$ cat src/pkg/csc_consts.svh
// Constants for the charge sequence controller: offsets, fields, reset values, timing.
`ifndef CSC_CONSTS_SVH
`define CSC_CONSTS_SVH
// ----------------------------------------------------------------
// Register offsets
// ----------------------------------------------------------------
`define CSC_OFS_STATUS 8'h00
`define CSC_OFS_CTRL 8'h01
`define CSC_OFS_FLOAT 8'h02
`define CSC_OFS_ICHG 8'h04
`define CSC_OFS_SPECIAL 8'h05
// ----------------------------------------------------------------
// Field positions
// ----------------------------------------------------------------
`define CSC_STAT_LSB 4
`define CSC_CTRL_BOOST 0
`define CSC_CTRL_HZ 1
`define CSC_CTRL_TE 3
`define CSC_CTRL_ILIM_LSB 6
`define CSC_FLOAT_LSB 2
`define CSC_ICHG_LSB 4
`define CSC_TERMINATION_CURRENT_CODE_LSB 0
`define CSC_FLOOR_LSB 0
// ----------------------------------------------------------------
// Reset values
// ----------------------------------------------------------------
`define CSC_RST_CTRL 8'h40
`define CSC_RST_FLOAT 8'h28
`define CSC_RST_ICHG 8'h00
`define CSC_RST_SPECIAL 8'h04
// ----------------------------------------------------------------
// Status codes and decode tables
// ----------------------------------------------------------------
`define CSC_ST_READY 2'h0
`define CSC_ST_CHARGING 2'h1
`define CSC_ST_DONE 2'h2
`define CSC_ST_FAULT 2'h3
`define CSC_FLOAT_MV_A 13'd4100
`define CSC_FLOAT_MV_B 13'd4200
`define CSC_FLOAT_MV_C 13'd4350
`define CSC_FLOAT_MV_D 13'd4400
`define CSC_FLOAT_B_MIN 6'h02
`define CSC_FLOAT_C_MIN 6'h24
`define CSC_FLOAT_D_MIN 6'h2D
// Sense targets in tenths of a millivolt, code 7 first.
`define CSC_ICHG_TABLE {10'd983, 10'd918, 10'd787, 10'd721, 10'd590, 10'd524, 10'd393, 10'd328}
`define CSC_TERMINATION_CURRENT_CODE_TABLE {7'd113, 7'd100, 7'd88, 7'd75, 7'd63, 7'd50, 7'd38, 7'd25}
// Input limit in mA, code 3 first; zero means no limit.
`define CSC_ILIM_TABLE {10'd0, 10'd800, 10'd500, 10'd150}
`define CSC_FLOOR_TABLE {13'd4800, 13'd4670, 13'd4590, 13'd4520, 13'd4442, 13'd4366, 13'd4290, 13'd4214}
// ----------------------------------------------------------------
// Timing
// ----------------------------------------------------------------
`define CSC_CLK_HZ 10000000
`define CSC_QUAL_MS 25
`define CSC_WAKE_MIN 90
`define CSC_SAFETY_HOURS 12
`define CSC_WDOG_S 32
`endif

$ cat src/pkg/csc_pkg.sv
// Types shared by the charge sequence controller modules.
package csc_pkg;
	typedef enum logic [6:0] {
		CSC_IDLE = 7'h01,
		CSC_QUAL = 7'h02,
		CSC_PRE = 7'h04,
		CSC_PWM = 7'h08,
		CSC_DONE = 7'h10,
		CSC_SUSP = 7'h20,
		CSC_TOUT = 7'h40
	} csc_state_e;
	typedef logic [15:0] csc_sec_t;
endpackage

$ cat src/pkg/csc_tick_if.sv
// Carrier of the one-second enable between the timebase and the sequencer.
`timescale 1ns/10ps
`default_nettype none
interface csc_tick_if;
	logic sec_tick;
	modport src (output sec_tick);
	modport dst (input sec_tick);
endinterface
`default_nettype wire

$ cat src/rtl/csc_timebase.sv
// One-second enable divider for the safety and watchdog timers.
`timescale 1ns/10ps
`default_nettype none
`include "csc_consts.svh"
module csc_timebase #(
	parameter int SEC_CYCLES = `CSC_CLK_HZ
) (
	input wire logic clock,
	input wire logic rst,
	csc_tick_if.src tick
);
	localparam int CW = $clog2(SEC_CYCLES);
	localparam logic [CW-1:0] LAST = CW'(SEC_CYCLES - 1);
	logic [CW-1:0] count;

	always_ff @(posedge clock or posedge rst) begin
		if (rst) begin
			count <= '0;
			tick.sec_tick <= 1'b0;
		end else begin
			tick.sec_tick <= (count == LAST);
			count <= (count == LAST) ? '0 : count + 1'b1;
		end
	end
endmodule
`default_nettype wire

$ cat src/rtl/csc_charge_seq.sv
// Charge sequencing, supervision, watchdog and register file of the charger.
`timescale 1ns/10ps
`default_nettype none
`include "csc_consts.svh"
// Functional notes
// - With supply invalid, boost allowed only when high-impedance select is clear.
// - Below precharge threshold use linear pre-charge; above it start PWM charging.
// - Termination enabled and current below threshold stops PWM charging.
// - After termination with supply present, status reads charge done, code 10.
// - Termination disabled keeps the charger in voltage regulation indefinitely; here the 12-hour safety timer still ends PWM charging.
// - Float code bits 7:2 of register 2 decode to 4.10/4.20/4.35/4.40 V.
// - Charge current code bits 6:4 of register 4 give 32.8 to 98.3 mV.
// - Termination code bits 2:0 of register 4 give 2.5 to 11.3 mV.
// - Input limit bits 7:6 of register 1: 150, 500, 800 mA, unlimited.
// - Input floor bits 2:0 of register 5, 4.214 to 4.8 V, reset 100.
// - Ramp current until a limit or the floor is hit, then hold.
// - Wake-up charge still below 3.1 V after 90 minutes turns off for good.
// - 12-hour timer turns off; resume only when float exceeds battery by 100 mV.
// - Removing and reconnecting the adapter clears both safety timers.
// - In boost, no register access for 32 s restores defaults and leaves boost.
// - Every start or restart needs supply inside limits for 25 ms continuously.
// - Battery below float minus recharge margin starts a new charge cycle.
// - Charging is suspended while die temperature exceeds the thermal limit.
// - Supply below undervoltage threshold terminates charging.
// - Supply above overvoltage threshold suspends charging.
// - After overvoltage, resume only after 150 mV drop and requalification.
// - Charging status is reported in bits 5:4 of register 0.
// - Mode comes from boost select, high-impedance select and the disable pin.
module csc_charge_seq #(
	parameter int QUAL_CYCLES = `CSC_QUAL_MS * (`CSC_CLK_HZ / 1000),
	parameter int SEC_CYCLES = `CSC_CLK_HZ
) (
	input wire logic clock,
	input wire logic rst,
	input wire logic [7:0] reg_addr,
	input wire logic reg_wr,
	input wire logic reg_rd,
	input wire logic [7:0] reg_wdata,
	output logic [7:0] reg_rdata,
	input wire logic cmp_below_precharge,
	input wire logic cmp_below_term,
	input wire logic cmp_supply_uv,
	input wire logic cmp_supply_ov,
	input wire logic cmp_ov_released,
	input wire logic cmp_over_thermal,
	input wire logic cmp_below_wake,
	input wire logic cmp_recharge,
	input wire logic cmp_resume_margin,
	input wire logic cmp_at_floor,
	input wire logic cmp_at_limit,
	input wire logic disable_pin,
	output logic precharge_en,
	output logic pwm_en,
	output logic ramp_up,
	output logic boost_en,
	output logic [12:0] float_mv,
	output logic [9:0] charge_sense,
	output logic [6:0] term_sense,
	output logic [9:0] input_limit_ma,
	output logic [12:0] floor_mv
);
	// ----------------------------------------------------------------
	// Constants
	// ----------------------------------------------------------------
	localparam int NSYNC = 12;
	localparam int QW = $clog2(QUAL_CYCLES + 1);
	localparam logic [QW-1:0] QUAL_LAST = QW'(QUAL_CYCLES - 1);
	localparam csc_pkg::csc_sec_t WAKE_SECS = 16'(`CSC_WAKE_MIN * 60);
	localparam csc_pkg::csc_sec_t SAFETY_SECS = 16'(`CSC_SAFETY_HOURS * 3600);
	localparam logic [5:0] WDOG_SECS = 6'(`CSC_WDOG_S);
	localparam logic [79:0] ICHG_TABLE = `CSC_ICHG_TABLE;
	localparam logic [55:0] TERMINATION_CURRENT_CODE_TABLE = `CSC_TERMINATION_CURRENT_CODE_TABLE;
	localparam logic [39:0] ILIM_TABLE = `CSC_ILIM_TABLE;
	localparam logic [103:0] FLOOR_TABLE = `CSC_FLOOR_TABLE;

	// ----------------------------------------------------------------
	// Input synchronisers
	// ----------------------------------------------------------------
	logic [NSYNC-1:0] raw_in;
	logic [NSYNC-1:0] sync_a;
	logic [NSYNC-1:0] sync_b;
	assign raw_in = {disable_pin, cmp_at_limit, cmp_at_floor, cmp_resume_margin,
		cmp_recharge, cmp_below_wake, cmp_over_thermal, cmp_ov_released,
		cmp_supply_ov, cmp_supply_uv, cmp_below_term, cmp_below_precharge};
	genvar gi;
	generate
		for (gi = 0; gi < NSYNC; gi++) begin : g_sync
			always_ff @(posedge clock or posedge rst) begin
				if (rst) begin
					sync_a[gi] <= 1'b0;
					sync_b[gi] <= 1'b0;
				end else begin
					sync_a[gi] <= raw_in[gi];
					sync_b[gi] <= sync_a[gi];
				end
			end
		end
	endgenerate
	logic s_pre, s_term, s_uv, s_ov, s_ovrel, s_hot, s_wake;
	logic s_rech, s_resume, s_floor, s_limit, s_dis;
	assign {s_dis, s_limit, s_floor, s_resume, s_rech, s_wake, s_hot, s_ovrel,
		s_ov, s_uv, s_term, s_pre} = sync_b;

	// ----------------------------------------------------------------
	// Timebase
	// ----------------------------------------------------------------
	csc_tick_if tick_bus ();
	csc_timebase #(.SEC_CYCLES(SEC_CYCLES)) u_timebase (
		.clock(clock),
		.rst(rst),
		.tick(tick_bus.src)
	);
	logic sec_tick;
	assign sec_tick = tick_bus.sec_tick;

	// ----------------------------------------------------------------
	// Register file
	// ----------------------------------------------------------------
	logic [7:0] ctrl_reg;
	logic [7:0] float_reg;
	logic [7:0] ichg_reg;
	logic [7:0] special_reg;
	logic [1:0] status_code;
	logic wdog_fire;
	logic boost_drop;
	logic supply_ok;
	logic te;
	logic hz;
	logic boost_sel;
	assign te = ctrl_reg[`CSC_CTRL_TE];
	assign hz = ctrl_reg[`CSC_CTRL_HZ];
	assign boost_sel = ctrl_reg[`CSC_CTRL_BOOST];
	assign supply_ok = !s_uv && !s_ov;
	// Boost falls away on a fault-like loss of permission; the select bit follows it.
	assign boost_drop = boost_en && (hz || s_dis || supply_ok);

	always_ff @(posedge clock or posedge rst) begin
		if (rst) begin
			ctrl_reg <= `CSC_RST_CTRL;
			float_reg <= `CSC_RST_FLOAT;
			ichg_reg <= `CSC_RST_ICHG;
			special_reg <= `CSC_RST_SPECIAL;
		end else if (wdog_fire) begin
			ctrl_reg <= `CSC_RST_CTRL;
			float_reg <= `CSC_RST_FLOAT;
			ichg_reg <= `CSC_RST_ICHG;
			special_reg <= `CSC_RST_SPECIAL;
		end else if (reg_wr) begin
			case (reg_addr)
				`CSC_OFS_CTRL: ctrl_reg <= reg_wdata;
				`CSC_OFS_FLOAT: float_reg <= reg_wdata;
				`CSC_OFS_ICHG: ichg_reg <= reg_wdata;
				`CSC_OFS_SPECIAL: special_reg <= reg_wdata;
				default: ctrl_reg <= ctrl_reg;
			endcase
		end else if (boost_drop) begin
			ctrl_reg[`CSC_CTRL_BOOST] <= 1'b0;
		end
	end

	always_ff @(posedge clock or posedge rst) begin
		if (rst) begin
			reg_rdata <= 8'h00;
		end else if (reg_rd) begin
			case (reg_addr)
				`CSC_OFS_STATUS: reg_rdata <= 8'(status_code) << `CSC_STAT_LSB;
				`CSC_OFS_CTRL: reg_rdata <= ctrl_reg;
				`CSC_OFS_FLOAT: reg_rdata <= float_reg;
				`CSC_OFS_ICHG: reg_rdata <= ichg_reg;
				`CSC_OFS_SPECIAL: reg_rdata <= special_reg;
				default: reg_rdata <= 8'h00;
			endcase
		end
	end

	// ----------------------------------------------------------------
	// Limit decoders
	// ----------------------------------------------------------------
	logic [5:0] float_code;
	logic [2:0] ichg_code;
	logic [2:0] termination_current_code_code;
	logic [1:0] ilim_code;
	logic [2:0] floor_code;
	assign float_code = float_reg[`CSC_FLOAT_LSB +: 6];
	assign ichg_code = ichg_reg[`CSC_ICHG_LSB +: 3];
	assign termination_current_code_code = ichg_reg[`CSC_TERMINATION_CURRENT_CODE_LSB +: 3];
	assign ilim_code = ctrl_reg[`CSC_CTRL_ILIM_LSB +: 2];
	assign floor_code = special_reg[`CSC_FLOOR_LSB +: 3];

	always_ff @(posedge clock or posedge rst) begin
		if (rst) begin
			float_mv <= `CSC_FLOAT_MV_B;
			charge_sense <= 10'h000;
			term_sense <= 7'h00;
			input_limit_ma <= 10'h000;
			floor_mv <= 13'h0000;
		end else begin
			if (float_code >= `CSC_FLOAT_D_MIN) begin
				float_mv <= `CSC_FLOAT_MV_D;
			end else if (float_code >= `CSC_FLOAT_C_MIN) begin
				float_mv <= `CSC_FLOAT_MV_C;
			end else if (float_code >= `CSC_FLOAT_B_MIN) begin
				float_mv <= `CSC_FLOAT_MV_B;
			end else begin
				float_mv <= `CSC_FLOAT_MV_A;
			end
			charge_sense <= ICHG_TABLE[ichg_code * 10 +: 10];
			term_sense <= TERMINATION_CURRENT_CODE_TABLE[termination_current_code_code * 7 +: 7];
			input_limit_ma <= ILIM_TABLE[ilim_code * 10 +: 10];
			floor_mv <= FLOOR_TABLE[floor_code * 13 +: 13];
		end
	end

	// ----------------------------------------------------------------
	// Charge sequencer
	// ----------------------------------------------------------------
	csc_pkg::csc_state_e state;
	logic [QW-1:0] qual_count;
	logic qual_done;
	csc_pkg::csc_sec_t wake_secs;
	csc_pkg::csc_sec_t safety_secs;
	logic wake_dead;
	logic charge_allowed;
	assign qual_done = (qual_count == QUAL_LAST) && supply_ok;
	// Disable pin stops charging; high-impedance select only gates boost.
	assign charge_allowed = !s_dis && !wake_dead;

	always_ff @(posedge clock or posedge rst) begin
		if (rst) begin
			qual_count <= '0;
		end else if (state != csc_pkg::CSC_QUAL || !supply_ok) begin
			qual_count <= '0;
		end else if (qual_count != QUAL_LAST) begin
			qual_count <= qual_count + 1'b1;
		end
	end

	// A dead wake-up charge is only cleared by removing the adapter.
	always_ff @(posedge clock or posedge rst) begin
		if (rst) begin
			wake_dead <= 1'b0;
		end else if (s_uv) begin
			wake_dead <= 1'b0;
		end else if (state == csc_pkg::CSC_PRE && wake_secs >= WAKE_SECS && s_wake) begin
			wake_dead <= 1'b1;
		end
	end

	always_ff @(posedge clock or posedge rst) begin
		if (rst) begin
			wake_secs <= '0;
			safety_secs <= '0;
		end else if (s_uv) begin
			wake_secs <= '0;
			safety_secs <= '0;
		end else if (state == csc_pkg::CSC_TOUT && s_resume) begin
			safety_secs <= '0;
		end else if (sec_tick) begin
			if (state == csc_pkg::CSC_PRE && wake_secs < WAKE_SECS) begin
				wake_secs <= wake_secs + 1'b1;
			end
			if (state == csc_pkg::CSC_PWM && safety_secs < SAFETY_SECS) begin
				safety_secs <= safety_secs + 1'b1;
			end
		end
	end

	always_ff @(posedge clock or posedge rst) begin
		if (rst) begin
			state <= csc_pkg::CSC_IDLE;
		end else begin
			case (state)
				csc_pkg::CSC_IDLE: begin
					if (supply_ok && charge_allowed) begin
						state <= csc_pkg::CSC_QUAL;
					end
				end
				csc_pkg::CSC_QUAL: begin
					if (!charge_allowed) begin
						state <= csc_pkg::CSC_IDLE;
					end else if (qual_done && !s_hot) begin
						state <= s_pre ? csc_pkg::CSC_PRE : csc_pkg::CSC_PWM;
					end
				end
				csc_pkg::CSC_PRE, csc_pkg::CSC_PWM: begin
					if (s_uv || !charge_allowed) begin
						state <= csc_pkg::CSC_IDLE;
					end else if (s_ov || s_hot) begin
						state <= csc_pkg::CSC_SUSP;
					end else if (state == csc_pkg::CSC_PRE) begin
						if (wake_secs >= WAKE_SECS && s_wake) begin
							state <= csc_pkg::CSC_IDLE;
						end else if (!s_pre) begin
							state <= csc_pkg::CSC_PWM;
						end
					end else if (safety_secs >= SAFETY_SECS) begin
						state <= csc_pkg::CSC_TOUT;
					end else if (te && s_term) begin
						state <= csc_pkg::CSC_DONE;
					end
				end
				csc_pkg::CSC_SUSP: begin
					if (s_uv || !charge_allowed) begin
						state <= csc_pkg::CSC_IDLE;
					end else if (!s_hot && !s_ov && s_ovrel) begin
						state <= csc_pkg::CSC_QUAL;
					end
				end
				csc_pkg::CSC_DONE: begin
					if (s_uv || !charge_allowed) begin
						state <= csc_pkg::CSC_IDLE;
					end else if (s_rech) begin
						state <= csc_pkg::CSC_QUAL;
					end
				end
				csc_pkg::CSC_TOUT: begin
					if (s_uv) begin
						state <= csc_pkg::CSC_IDLE;
					end else if (s_resume && charge_allowed) begin
						state <= csc_pkg::CSC_QUAL;
					end
				end
				default: state <= csc_pkg::CSC_IDLE;
			endcase
		end
	end

	always_comb begin
		case (state)
			csc_pkg::CSC_PRE, csc_pkg::CSC_PWM, csc_pkg::CSC_SUSP: status_code = `CSC_ST_CHARGING;
			csc_pkg::CSC_DONE: status_code = `CSC_ST_DONE;
			csc_pkg::CSC_TOUT: status_code = `CSC_ST_FAULT;
			default: status_code = wake_dead ? `CSC_ST_FAULT : `CSC_ST_READY;
		endcase
	end

	always_ff @(posedge clock or posedge rst) begin
		if (rst) begin
			precharge_en <= 1'b0;
			pwm_en <= 1'b0;
			ramp_up <= 1'b0;
		end else begin
			precharge_en <= (state == csc_pkg::CSC_PRE);
			pwm_en <= (state == csc_pkg::CSC_PWM);
			ramp_up <= (state == csc_pkg::CSC_PWM) && !s_limit && !s_floor;
		end
	end

	// ----------------------------------------------------------------
	// Boost control and watchdog
	// ----------------------------------------------------------------
	logic [5:0] wdog_secs;
	assign wdog_fire = boost_en && sec_tick && (wdog_secs == WDOG_SECS - 6'h01);

	always_ff @(posedge clock or posedge rst) begin
		if (rst) begin
			boost_en <= 1'b0;
		end else begin
			boost_en <= boost_sel && !hz && !s_dis && !supply_ok && !wdog_fire;
		end
	end

	// Any access restarts the count, so a host polling faster than 32 s keeps boost up.
	always_ff @(posedge clock or posedge rst) begin
		if (rst) begin
			wdog_secs <= 6'h00;
		end else if (!boost_en || reg_wr || reg_rd || wdog_fire) begin
			wdog_secs <= 6'h00;
		end else if (sec_tick) begin
			wdog_secs <= wdog_secs + 6'h01;
		end
	end
endmodule
`default_nettype wire

$ cat config.mk
export PLATFORM = sky130hd
export DESIGN_NAME = csc_charge_seq
export DESIGN_NICKNAME = d
export VERILOG_FILES = /design/src/pkg/csc_pkg.sv /design/src/pkg/csc_tick_if.sv /design/src/rtl/csc_timebase.sv /design/src/rtl/csc_charge_seq.sv
export VERILOG_INCLUDE_DIRS = /design/src /design/src/pkg
export SDC_FILE = /design/constraint.sdc
export NUM_CORES = 1
export LEC_CHECK = 0
export ABC_AREA = 1
export BUFFER_PORTS_ARGS = -buffer_cell sky130_fd_sc_hd__buf_2
export CAP_MARGIN = 5
export CORE_MARGIN = 1.5
export CORE_UTILIZATION = 52
export CTS_CLUSTER_SIZE = 25
export DETAILED_ROUTE_END_ITERATION = 10
export HOLD_SLACK_MARGIN = 0.08
export PLACE_DENSITY_LB_ADDON = 0.08
export SETUP_SLACK_MARGIN = 0.3
export SYNTH_ARGS = -nofsm -noshare
export SYNTH_HDL_FRONTEND = slang
export SYNTH_HIERARCHICAL = 1
export SYNTH_SLANG_ARGS = --single-unit
$ cat constraint.sdc
create_clock -name clock -period 5.6 [get_ports clock]
set_clock_uncertainty 0.05 [all_clocks]
set_input_delay 0.28 -clock clock [delete_from_list [all_inputs] [get_ports clock]]
set_output_delay 0.28 -clock clock [all_outputs]
set_load 0.01 [all_outputs]
After elaboration in Yosys (flattened, before gate mapping)
Cells that the tools add are included.

storage, ports and cells
  output and inout bits = 65
  logic and storage cells = 213
  bits of input ports = 32
  register bits after elaboration = 210

cells by class
  $mul = 4
  eq/ne operators = 25
  reductions and logical operators = 68
  add/subtract/negate cells = 5
  multiplexer cells = 53
  shift operators = 4
  $lt $le $gt $ge = 7

operators with widths
  cell                       number
  $mux 16                    8
  $mux 7                     18
  $shiftx 104x8->13 const A  1
  $mux 8                     12
  $shiftx 80x8->10 const A   1
  $shiftx 56x7->7 const A    1
  $pmux 7 s6                 1
  $pmux 8 s5                 1
  $shiftx 40x7->10 const A   1
  $mux 18                    2
  $add 16x1->16 const B      2
  $add 24x1->24 const B      1
  $eq 24x24->1 const B       1
  $logic_and 1x1->1          24
  $mux 24                    1
  $reduce_bool 2->1          10
  $add 18x1->18 const B      1
  $eq 18x18->1 const B       1
  $ne 18x18->1 const B       1
  $eq 8x3->1 const B         2
  $ge 16x13->1 const B       1
  $ge 16x16->1 const B       1
  $lt 16x13->1 const B       1
  $lt 16x16->1 const B       1
  37 further kinds           72

Logic depth before layout (Yosys ltp)
Gate-level depths: netlist of run 1.

  word-level depth = 7
  depth in mapped cells = 11
  depth with buffers taken out = 11

Hierarchy
Netlist of run 1, hierarchy kept.

modules (own cells, without submodules)
  module          instances  seq. area each (µm²)  area an instance (µm²)  cells an instance
  csc_charge_seq  1          4237.8                7843.8                  878
  csc_timebase    1          625.6                 1581.5                  218

Least setup slack after synthesis of run 1
Ideal clock, no wire load.

  path kind = reg2reg
  from = reg wdog_secs[0]
  to = reg ichg_reg[0]
  clock period less this slack = 1678 ps
  required time = 5474 ps
  stages on the path, launching flop included = 11
  path slack = 3922 ps
  library setup time = 76 ps
  buffers on the path = 1
  arrival = 1551 ps
  cells stage by stage = dfrtp_1 ha_1 and3_1 nand2_1 nor2_2 nand2_4 inv_2 a31oi_2 buf_4 nand2_1 o21ai_1

between the ends
  word-level cells in the longest chain between the ends = 4
  elaborated cells on any way between the ends = 6
  classes of those cells = 1 x eq/ne; 1 x mux; 4 x reduce/logical

RTL lines
  what                         line                   source
  from (decl)                  csc_charge_seq.sv:352  logic [5:0] wdog_secs;
  from (signal assigned)       csc_charge_seq.sv:370  wdog_secs <= wdog_secs + 6'h01;
  $eq 6x5->1 (*)               csc_charge_seq.sv:353  assign wdog_fire = boost_en && sec_tick && (wdog_secs == WDOG_SECS - 6'h01);
  $logic_and 1x1->1 (*)        csc_charge_seq.sv:353
  $reduce_bool 2->1 (no line)  --
  $reduce_and 2->1 (no line)   --
  to (signal assigned)         csc_charge_seq.sv:141  ichg_reg <= `CSC_RST_ICHG;
  to (signal assigned)         csc_charge_seq.sv:146  ichg_reg <= `CSC_RST_ICHG;
  to (signal assigned)         csc_charge_seq.sv:152  `CSC_OFS_ICHG: ichg_reg <= reg_wdata;
  to (decl)                    csc_charge_seq.sv:121  logic [7:0] ichg_reg;

Mark *: on every way between the ends. The rest lies on a longest branch, timed or not.
A chain may end at the register's enable or synchronous reset.

Final worst setup path of run 1
  from = reg wdog_secs[0]
  to = reg ichg_reg[4]

Same word-level chain as after synthesis.

==> results of run 1 <==
-- metrics by stage --
step,hold slack (ps),worst slack (ps),instances
global route,111,3160,1442
global placement,283,3340,1393
CTS,91.5,3440,1442
finish,110,3460,1442
floorplan,257,706,1106
detailed placement,286,3290,1393
-- cells in the final DEF, fill, tap and decap left out, types with 2 or more instances in the layout --
| cell | netlist | final |
|---|---|---|
| sky130_fd_sc_hd__dfrtp_1 | 187 | 187 |
| sky130_fd_sc_hd__xnor2_1 | 3 | 3 |
| sky130_fd_sc_hd__xor2_1 | 19 | 19 |
| sky130_fd_sc_hd__clkinv_1 | 2 | 2 |
| sky130_fd_sc_hd__nor3b_1 | 3 | 3 |
| sky130_fd_sc_hd__conb_1 | 2 | 12 |
| sky130_fd_sc_hd__o211ai_1 | 3 | 3 |
| sky130_fd_sc_hd__nand3b_1 | 3 | 3 |
| sky130_fd_sc_hd__o21ai_1 | 15 | 15 |
| sky130_fd_sc_hd__clkbuf_16 | 0 | 17 |
| sky130_fd_sc_hd__inv_1 | 128 | 127 |
| sky130_fd_sc_hd__o22ai_1 | 5 | 5 |
| sky130_fd_sc_hd__nor2_4 | 6 | 6 |
| sky130_fd_sc_hd__dlygate4sd3_1 | 0 | 17 |
| sky130_fd_sc_hd__clkbuf_8 | 1 | 4 |
| sky130_fd_sc_hd__clkinv_4 | 0 | 2 |
| sky130_fd_sc_hd__a21oi_1 | 26 | 26 |
| sky130_fd_sc_hd__nand4_1 | 21 | 21 |
| sky130_fd_sc_hd__dfstp_2 | 7 | 7 |
| sky130_fd_sc_hd__nor4_1 | 2 | 2 |
| sky130_fd_sc_hd__nand3_2 | 2 | 2 |
| sky130_fd_sc_hd__nor2_8 | 2 | 2 |
| sky130_fd_sc_hd__nor3_4 | 2 | 2 |
| sky130_fd_sc_hd__nand3_1 | 83 | 83 |
| sky130_fd_sc_hd__a211oi_1 | 2 | 2 |
| sky130_fd_sc_hd__o21ai_0 | 70 | 70 |
| sky130_fd_sc_hd__nor3_1 | 27 | 27 |
| sky130_fd_sc_hd__ha_1 | 25 | 25 |
| sky130_fd_sc_hd__clkinvlp_4 | 0 | 3 |
| sky130_fd_sc_hd__nand2_1 | 221 | 221 |
| sky130_fd_sc_hd__inv_6 | 0 | 5 |
| sky130_fd_sc_hd__nand2_2 | 7 | 7 |
| sky130_fd_sc_hd__o21ai_2 | 2 | 2 |
| sky130_fd_sc_hd__or2_2 | 9 | 9 |
| sky130_fd_sc_hd__inv_2 | 11 | 11 |
| sky130_fd_sc_hd__nand2_4 | 5 | 5 |
| sky130_fd_sc_hd__nor2_2 | 14 | 14 |
| sky130_fd_sc_hd__nor2_1 | 134 | 134 |
| sky130_fd_sc_hd__buf_2 | 4 | 85 |
| sky130_fd_sc_hd__o21a_1 | 4 | 4 |
-- report_power, final --
group          internal [W]  switching (W)  total (W)  leakage [nW]
clock network      0.000672       0.000549    0.00122         0.285
registers           0.00146      0.0000326    0.00149          2.54
logic             0.0000798       0.000161   0.000241          2.32
-- per-layer routing --
layer,GRT usage,part of all wire,vias up
li1,-,-,3698
met1,0.307,0.47,3395
met2,0.349,0.46,156
met3,0.0585,0.056,26
met4,0.0626,0.016,0
met5,0,0,-
-- worst max path at each step --
stage,slack (ps),end,cells past startpoint
CTS,3440,qual_count[3]$_DFFE_PP0P_,4
global placement,3340,ctrl_reg[1]$_DFFE_PP0P_,7
global route,3160,qual_count[1]$_DFFE_PP0P_,4
finish,3460,ichg_reg[4]$_DFFE_PP0P_,9
detailed placement,3290,ctrl_reg[2]$_DFFE_PP0P_,7
floorplan,710,boost_en$_DFF_PP0_,1
-- critical path, cell delays in order (launching register included) --
cell and delay, ps:
sky130_fd_sc_hd__dfrtp_1 400, sky130_fd_sc_hd__ha_1 220, sky130_fd_sc_hd__and3_1 190, sky130_fd_sc_hd__nand2_1 80, sky130_fd_sc_hd__nor2_2 50, sky130_fd_sc_hd__nand2_4 170, sky130_fd_sc_hd__inv_2 100, sky130_fd_sc_hd__a31oi_2 590
sky130_fd_sc_hd__nand2_1 100, sky130_fd_sc_hd__o21ai_1 100
-- synthesized netlist by cell type (2+ instances only) --
cell	instances	share of area
sky130_fd_sc_hd__xor2_1	19	0.018
sky130_fd_sc_hd__nor3_4	2	0.0035
sky130_fd_sc_hd__o211ai_1	3	0.0024
sky130_fd_sc_hd__a211oi_1	2	0.0016
sky130_fd_sc_hd__inv_2	11	0.0044
sky130_fd_sc_hd__o22ai_1	5	0.0033
sky130_fd_sc_hd__nor4_1	2	0.0013
sky130_fd_sc_hd__nand4_1	21	0.014
sky130_fd_sc_hd__clkinv_1	2	0.00080
sky130_fd_sc_hd__nand2_4	5	0.0060
sky130_fd_sc_hd__conb_1	2	0.00080
sky130_fd_sc_hd__buf_2	4	0.0021
sky130_fd_sc_hd__o21ai_1	15	0.0080
sky130_fd_sc_hd__dfstp_2	7	0.020
sky130_fd_sc_hd__nand2_1	221	0.088
sky130_fd_sc_hd__o21a_1	4	0.0032
sky130_fd_sc_hd__nor2_8	2	0.0042
sky130_fd_sc_hd__a21oi_1	26	0.014
sky130_fd_sc_hd__nand3_2	2	0.0021
sky130_fd_sc_hd__inv_1	128	0.051
sky130_fd_sc_hd__nand3_1	83	0.044
sky130_fd_sc_hd__nor3b_1	3	0.0024
sky130_fd_sc_hd__nor2_4	6	0.0072
sky130_fd_sc_hd__buf_4	18	0.014
sky130_fd_sc_hd__xnor2_1	3	0.0028
sky130_fd_sc_hd__nand3b_1	3	0.0024
sky130_fd_sc_hd__clkbuf_1	4	0.0016
sky130_fd_sc_hd__nor2_1	134	0.053
sky130_fd_sc_hd__o21ai_2	2	0.0019
sky130_fd_sc_hd__dfrtp_1	187	0.50
sky130_fd_sc_hd__nand2_2	7	0.0046
sky130_fd_sc_hd__nor3_1	27	0.014
sky130_fd_sc_hd__or2_2	9	0.0060
sky130_fd_sc_hd__o21ai_0	70	0.037
sky130_fd_sc_hd__ha_1	25	0.033
sky130_fd_sc_hd__nor2_2	14	0.0093
-- area by class of cell --
class | instances | area [um2]
Fill cell | 1535 | 7080
Sequential cell | 194 | 4860
Multi-Input combinational cell | 741 | 3860
Timing Repair Buffer | 103 | 603
Inverter | 143 | 546
Clock buffer | 21 | 480
Tap cell | 229 | 287
Clock inverter | 11 | 116
-- logic make-up (layout without fill, tap and decap cells) --
| logic type | Yosys count | count (layout) | share of synthesized area |
|---|---|---|---|
| fa+ha+maj | 25 | 25 | 0.0332 |
| flops | 194 | 194 | 0.516 |
| simple gates | 548 | 548 | 0.273 |
| buf+inv | 171 | 278 | 0.0781 |
| other cells | 2 | 12 | 0.000797 |
| compound gates | 134 | 134 | 0.0787 |
| xor+xnor | 22 | 22 | 0.0204 |
==> results, run 1 <==
- The worst supply voltage drop on vdd is 0.000242 V.
- The worst setup path is launched from a flop.
- The worst setup path startpoint is wdog_secs[0]$_DFFE_PP0P_.
- The initial antenna violation count was 0.
- The area of the die is 18,900 um2.
- The reported max-cap violation count is 0.
- The static power due to leakage is 5.15 nW.
- The total number of nets in the final design is 1,257.
- Measured on the finished design, the core utilization comes to 0.603.
- The count of buffers added by post-CTS timing repair for setup is 0.
- In the synthesized netlist, the number of instances is 1,096.
- The endpoint of the worst hold path is ctrl_reg[6]$_DFFE_PP1P_.
- After clock tree synthesis, the flow added hold-fix buffers numbering 17.
- The maximum number of pins on one net before global-route repair is 102.
- The remaining antenna violation count after routing is 0.
- Of the available clock period, the critical path in the final layout requires 0.382.
- The root cell of the clock tree is sky130_fd_sc_hd__clkbuf_16.
- The critical path arrival is 2440 ps.
- The clock passes through at most 2 buffers.
- The worst register-to-register path has a setup slack of 3460 ps.
- In this run the tightest slew margin relative to its limit is 0.328.
- The number of remaining DRC errors is 0.
- In this run the worst path has a maximum fanout of 16.
- The average instance in the mapped netlist occupies 8.60 um2.
- The worst register-to-register path has a depth of 9.
- The clock edge transition at the registers on the reported setup and hold paths is 70 ps.
- The die is 138 um tall.
- Summed over all layers, the routed wires come to 19,800 um.
- Among all flip-flop cells after synthesis, the most frequent one is sky130_fd_sc_hd__dfrtp_1.
- The congestion estimate from routability-driven global placement came to 0.894.
- The via count of the first global-routing pass is 6,837.
- The number of flip-flops under the largest register name is 24.
- u_timebase/count holds more flip-flops than any other register.
- Based on the critical path, the design can be clocked at up to 468 MHz.
- The fraction of registers with async set/reset is 1.00.
- For this run, the register share of the synthesized area comes to 0.516.
- In this run the power density over the cells is 275 nW/um2.
- After detailed routing, the average wire length per cell comes to 13.7 um.
- The first global-routing pass estimated 32,800 um of wire.
- The data required time of the critical path is 5900 ps.
- The quantity of gates resized following cts is 0.
- The aggregate negative setup slack is 0 ps.
- From left edge to right edge, the die measures 138 um.
- The worst hold path passes through 3 cells.
- The area added between synthesis and finish is 14.2%.
- The routed layout has 7,275 vias.
- Summed over all nets, the half-perimeter wirelength after detailed placement is 14,400 um.
- The capture point of the worst reg-to-reg path is ichg_reg[4]$_DFFE_PP0P_.
- The shortest period the worst path allows is 2140 ps.
- The transition at the pin with the smallest max-transition slack is 1000 ps.
- In this run, distinct cell masters in the synthesized netlist total 54.
- The final count of negative-setup-slack endpoints is 0.
- Setup repair after global routing left no endpoint under its margin.
- The number of clock buffers inserted by TritonCTS is 17.
- The fraction of final layout cells with drive strength greater than 1 is 0.162.
- Summing internal, switching and leakage power gives 0.00295 W.
- The repair_antennas step left the layout with diodes totalling 0.
- The worst hold path belongs to the class in2reg.
- Before antenna repair, the detailed router went through 6 iterations.
- The standard cell area after detailed placement is 9990 um2.
- The clock net sink count is 194.
- The final max-slew violation count is 0.
- The global-route congestion overflow total is 0.
- The initial utilization of the core area, before any placement, comes to 0.528.
- The design area is 10,800 um2.
- The category of the worst setup path capture point is a flop.
- The cell area after technology mapping is 9430 um2.
- The source-to-sink clock delay at the later pin of the worst-skew pair is 430 ps.
- The final hold violation count is 0.
- In this run the critical register-to-register path is launched from wdog_secs[0]$_DFFE_PP0P_.
- The maximum level of the CTS H-tree is 4.
- In the global route stage, overall resource usage came out at 0.223.
- The run finished with clean final reports.
- The clock tree from TritonCTS is yes.
- The placeable core region is 17,800 um2.
- For this run, the number of Yosys warnings is 6.
- The type of the worst setup path is reg2reg.
- The number of vias per cell after detailed routing is 5.05.
- The count of buffers added on input and output ports is 85.
- The number of register bits inferred by synthesis is 194.
- The startpoint identified for the worst hold timing path is reg_wdata[6].
- Row generation in the floorplan step produced 49 rows.
- The number of enable flip-flop cells after synthesis is 0.
- The number of placed I/O pins is 97.
- In the final layout, the registers with the most flip-flops are u_timebase/count: 24 flops, qual_count: 18 flops.
- The starting DRC count in detailed routing is 538.
Note: power is estimated with default switching activity, not from simulation.
==> run 2: changes to the inputs <==
clock period = 2.2 ns   (was 5.6 ns; I/O delays follow)
==> results, run 2 (synthesized netlist as in run 1, its figures left out) <==
- The count of port buffers added during placement is 85.
- The tightest min-delay check is of the in2reg type.
- The source-to-sink clock delay at the later pin of the worst-skew pair is 430 ps.
- The number of remaining DRC errors is 0.
- The library cells used most frequently in the layout, excluding fill and tap cells, are sky130_fd_sc_hd__nand2_1 (220), sky130_fd_sc_hd__dfrtp_1 (186), sky130_fd_sc_hd__inv_1 (127), sky130_fd_sc_hd__nor2_1 (126), sky130_fd_sc_hd__buf_2 (85).
- The critical path arrival is 2100 ps.
- The final hold violation count was 0.
- The via count is 7,507.
- The data required time of the critical path is 2510 ps.
- The starting DRC count in detailed routing is 456.
- The largest registers in the layout are u_timebase/count: 24 flops, qual_count: 18 flops.
- The area of the die is 18,900 um2.
- The type of the worst setup path is reg2reg.
- The number of clock buffers inserted by TritonCTS is 17.
- The average wire length per cell after detail routing is 14.3 um.
- The cell area power density is 693 nW/um2.
- In this run the most critical hold path is launched from reg_addr[0].
- Compared with the post-synthesis result, the final layout area differs by 17.3%.
- The signal on the critical path passes through ha_1 -> and3_1 -> nand2_1 -> nor2_2 -> nand2_4 -> inv_2 -> a31oi_4 -> buf_6 -> nand2_1 -> o21ai_1.
- The length in cells of the worst reg-to-reg path is 10.
- Setup repair after global routing could not meet its margin everywhere.
- The design area is 11,100 um2.
- The minimum setup slack among reg-to-reg paths is 410 ps.
- The total area inside the core boundary comes to 17,800 um2.
- The global-route congestion overflow total is 0.
- The via count of the first global-routing pass came to 7,076.
- The initial antenna violation count came to 0.
- The register with the most flip-flops in the final layout is u_timebase/count.
- The endpoint of the worst hold path is float_reg[0]$_DFFE_PP0P_.
- The worst hold path passes through 6 cells.
- Row generation in the floorplan step produced 49 rows.
- The horizontal die dimension is 138 um.
- STA classifies the critical path startpoint as a flop.
- The worst-case IR drop observed on VDD is 0.000594 V.
- The share of the clock period used by the worst path is 0.815.
- The reported max-cap violation count is 0.
- The leading cell type in the layout, fill and taps excluded is sky130_fd_sc_hd__nand2_1.
- The half-perimeter wire length after detailed placement is 14,900 um.
- The number of placed I/O pins is 97.
- The cell class contributing the biggest share of worst-path delay is simple AND/OR/NAND/NOR gates.
- The count of buffering cells on the critical path with inverters included is 2.
- In this run the clock root is driven by a sky130_fd_sc_hd__clkbuf_16.
- The placer's final routability congestion estimate is 0.908.
- The standard cell area after detailed placement is 10,100 um2.
- The count of fill cells added during filler insertion is 1,585.
- The cell occurring most often along the worst timing path is sky130_fd_sc_hd__nand2_1.
- Entering global routing, the biggest net connects 90 pins.
- The worst setup path is captured at a flop.
- The fraction of final layout cells with drive strength greater than 1 is 0.181.
- The flow ran to the end, and the final reports show no timing, DRC or antenna violations.
- The detail route stage leaves a number of antenna-violating nets equal to 0.
- The slowest stage of the critical path belongs to the cell sky130_fd_sc_hd__dfrtp_1.
- The peak per-stage delay on the critical path is 390 ps.
- Counting every sink on the clock net gives 194.
- Dividing the detail-routed via count by the number of cells gives 5.13.
- The maximum root-to-sink buffer count is 2.
- The number of flip-flops under the largest register name is 24.
- Of all nets on the critical path, the largest fanout is 12.
- The number of antenna diodes in the final layout is 0.
- The final count of negative-setup-slack endpoints is 0.
- The total power draw is 0.00766 W.
- The final max-slew violation count is 0.
- The vertical die dimension is 138 um.
- The number of iterations in the first detailed-routing pass is 5.
- Summed over all layers, the routed wires come to 20,900 um.
- In this run the critical register-to-register path is captured at ichg_reg[2]$_DFFE_PP0P_.
- The launch instance of the worst register-to-register path is wdog_secs[0]$_DFFE_PP0P_.
- After clock tree synthesis, the clock-pin slew on the worst setup and hold paths is 70 ps.
- The shortest period the worst path allows is 1790 ps.
- The starting density of the core is 0.528.
- The first global-routing pass estimated 33,800 um of wire.
- The fmax is 558 MHz.
- The static power due to leakage is 5.28 nW.
- Across every metal layer, demand over resource in global routing totals 0.229.
- The total number of nets in the final design is 1,277.
- TritonCTS built the clock tree.
- The H-tree was split into 4 levels.
[run 2: cell types whose count changed in the layout (fill, tap and decap cells not counted), sizes merged]
| cell | delta |
|---|---|
| buf | +14 |
| dlygate4sd3 | +6 |
| inv | -3 |
| bufinv | +2 |
| clkinv | +2 |
| clkinvlp | -1 |
[run 2: metal layers]
metal / GRT usage / part of all wire / vias to the layer above
met5: 0 / 0 / -
met4: 0.0637 / 0.012 / 0
met3: 0.0504 / 0.050 / 23
met2: 0.377 / 0.48 / 174
met1: 0.305 / 0.46 / 3572
li1: - / - / 3738
[run 2: stage by stage]
| step | std cells | hold WS, ps | setup WS (ps) | util | setup TNS, ps |
|---|---|---|---|---|---|
| finish | 1462 | 159 | 406 | 0.620 | 0 |
| detailed placement | 1403 | 115 | 298 | 0.566 | 0 |
| CTS | 1458 | 132 | 304 | 0.613 | 0 |
| floorplan | 1106 | 87.3 | -109 | - | -17660 |
| global route | 1462 | 190 | 251 | 0.620 | 0 |
| global placement | 1403 | 109 | 362 | 0.566 | 0 |
[run 2: power by group]
part	switching, W	internal, W	total (W)
Sequential	0.0000816	0.00372	0.00380
Clock	0.00134	0.00186	0.00321
Combinational	0.000431	0.000229	0.000661
Total	0.00186	0.00581	0.00766
[run 2: worst max path at each step]
stage | end | slack (ps) | cells after the start | startpoint
2_1_floorplan | boost_en$_DFF_PP0_ | -110 | 1 | rst
3_3_place_gp | ichg_reg[2]$_DFFE_PP0P_ | 360 | 10 | wdog_secs[0]$_DFFE_PP0P_
3_5_place_dp | ichg_reg[2]$_DFFE_PP0P_ | 300 | 10 | wdog_secs[0]$_DFFE_PP0P_
4_1_cts | ichg_reg[2]$_DFFE_PP0P_ | 300 | 10 | wdog_secs[0]$_DFFE_PP0P_
5_1_grt | state[4]$_DFFE_PP0P_ | 250 | 9 | s_ov$_DFF_PP0_
6_report | ichg_reg[2]$_DFFE_PP0P_ | 410 | 10 | wdog_secs[0]$_DFFE_PP0P_
[run 2: final cells by class]
type                            instances  area (um2)  area share
Sequential cell                       194        4860       0.440
Multi-Input combinational cell        741        3940       0.356
Inverter                              143         544      0.0492
Timing Repair Buffer                  123         810      0.0732
Tap cell                              229         287      0.0259
Clock buffer                           21         460      0.0416
Clock inverter                         11         151      0.0137
[run 2: worst min-delay path, stage by stage]
cell	delay, ps
sky130_fd_sc_hd__buf_2	110
sky130_fd_sc_hd__nor3_2	80
sky130_fd_sc_hd__nand3_1	110
sky130_fd_sc_hd__inv_1	60
sky130_fd_sc_hd__nand2_1	50
sky130_fd_sc_hd__o21ai_0	70
[run 2: repair_timing]
action / CTS / global route
hold endpoints to repair: 236 / 0
resized for setup: 1 / 20
setup endpoints to repair: 4 / 45
hold buffers: 23 / 0
pin swaps: 0 / 2
setup buffers: 0 / 4
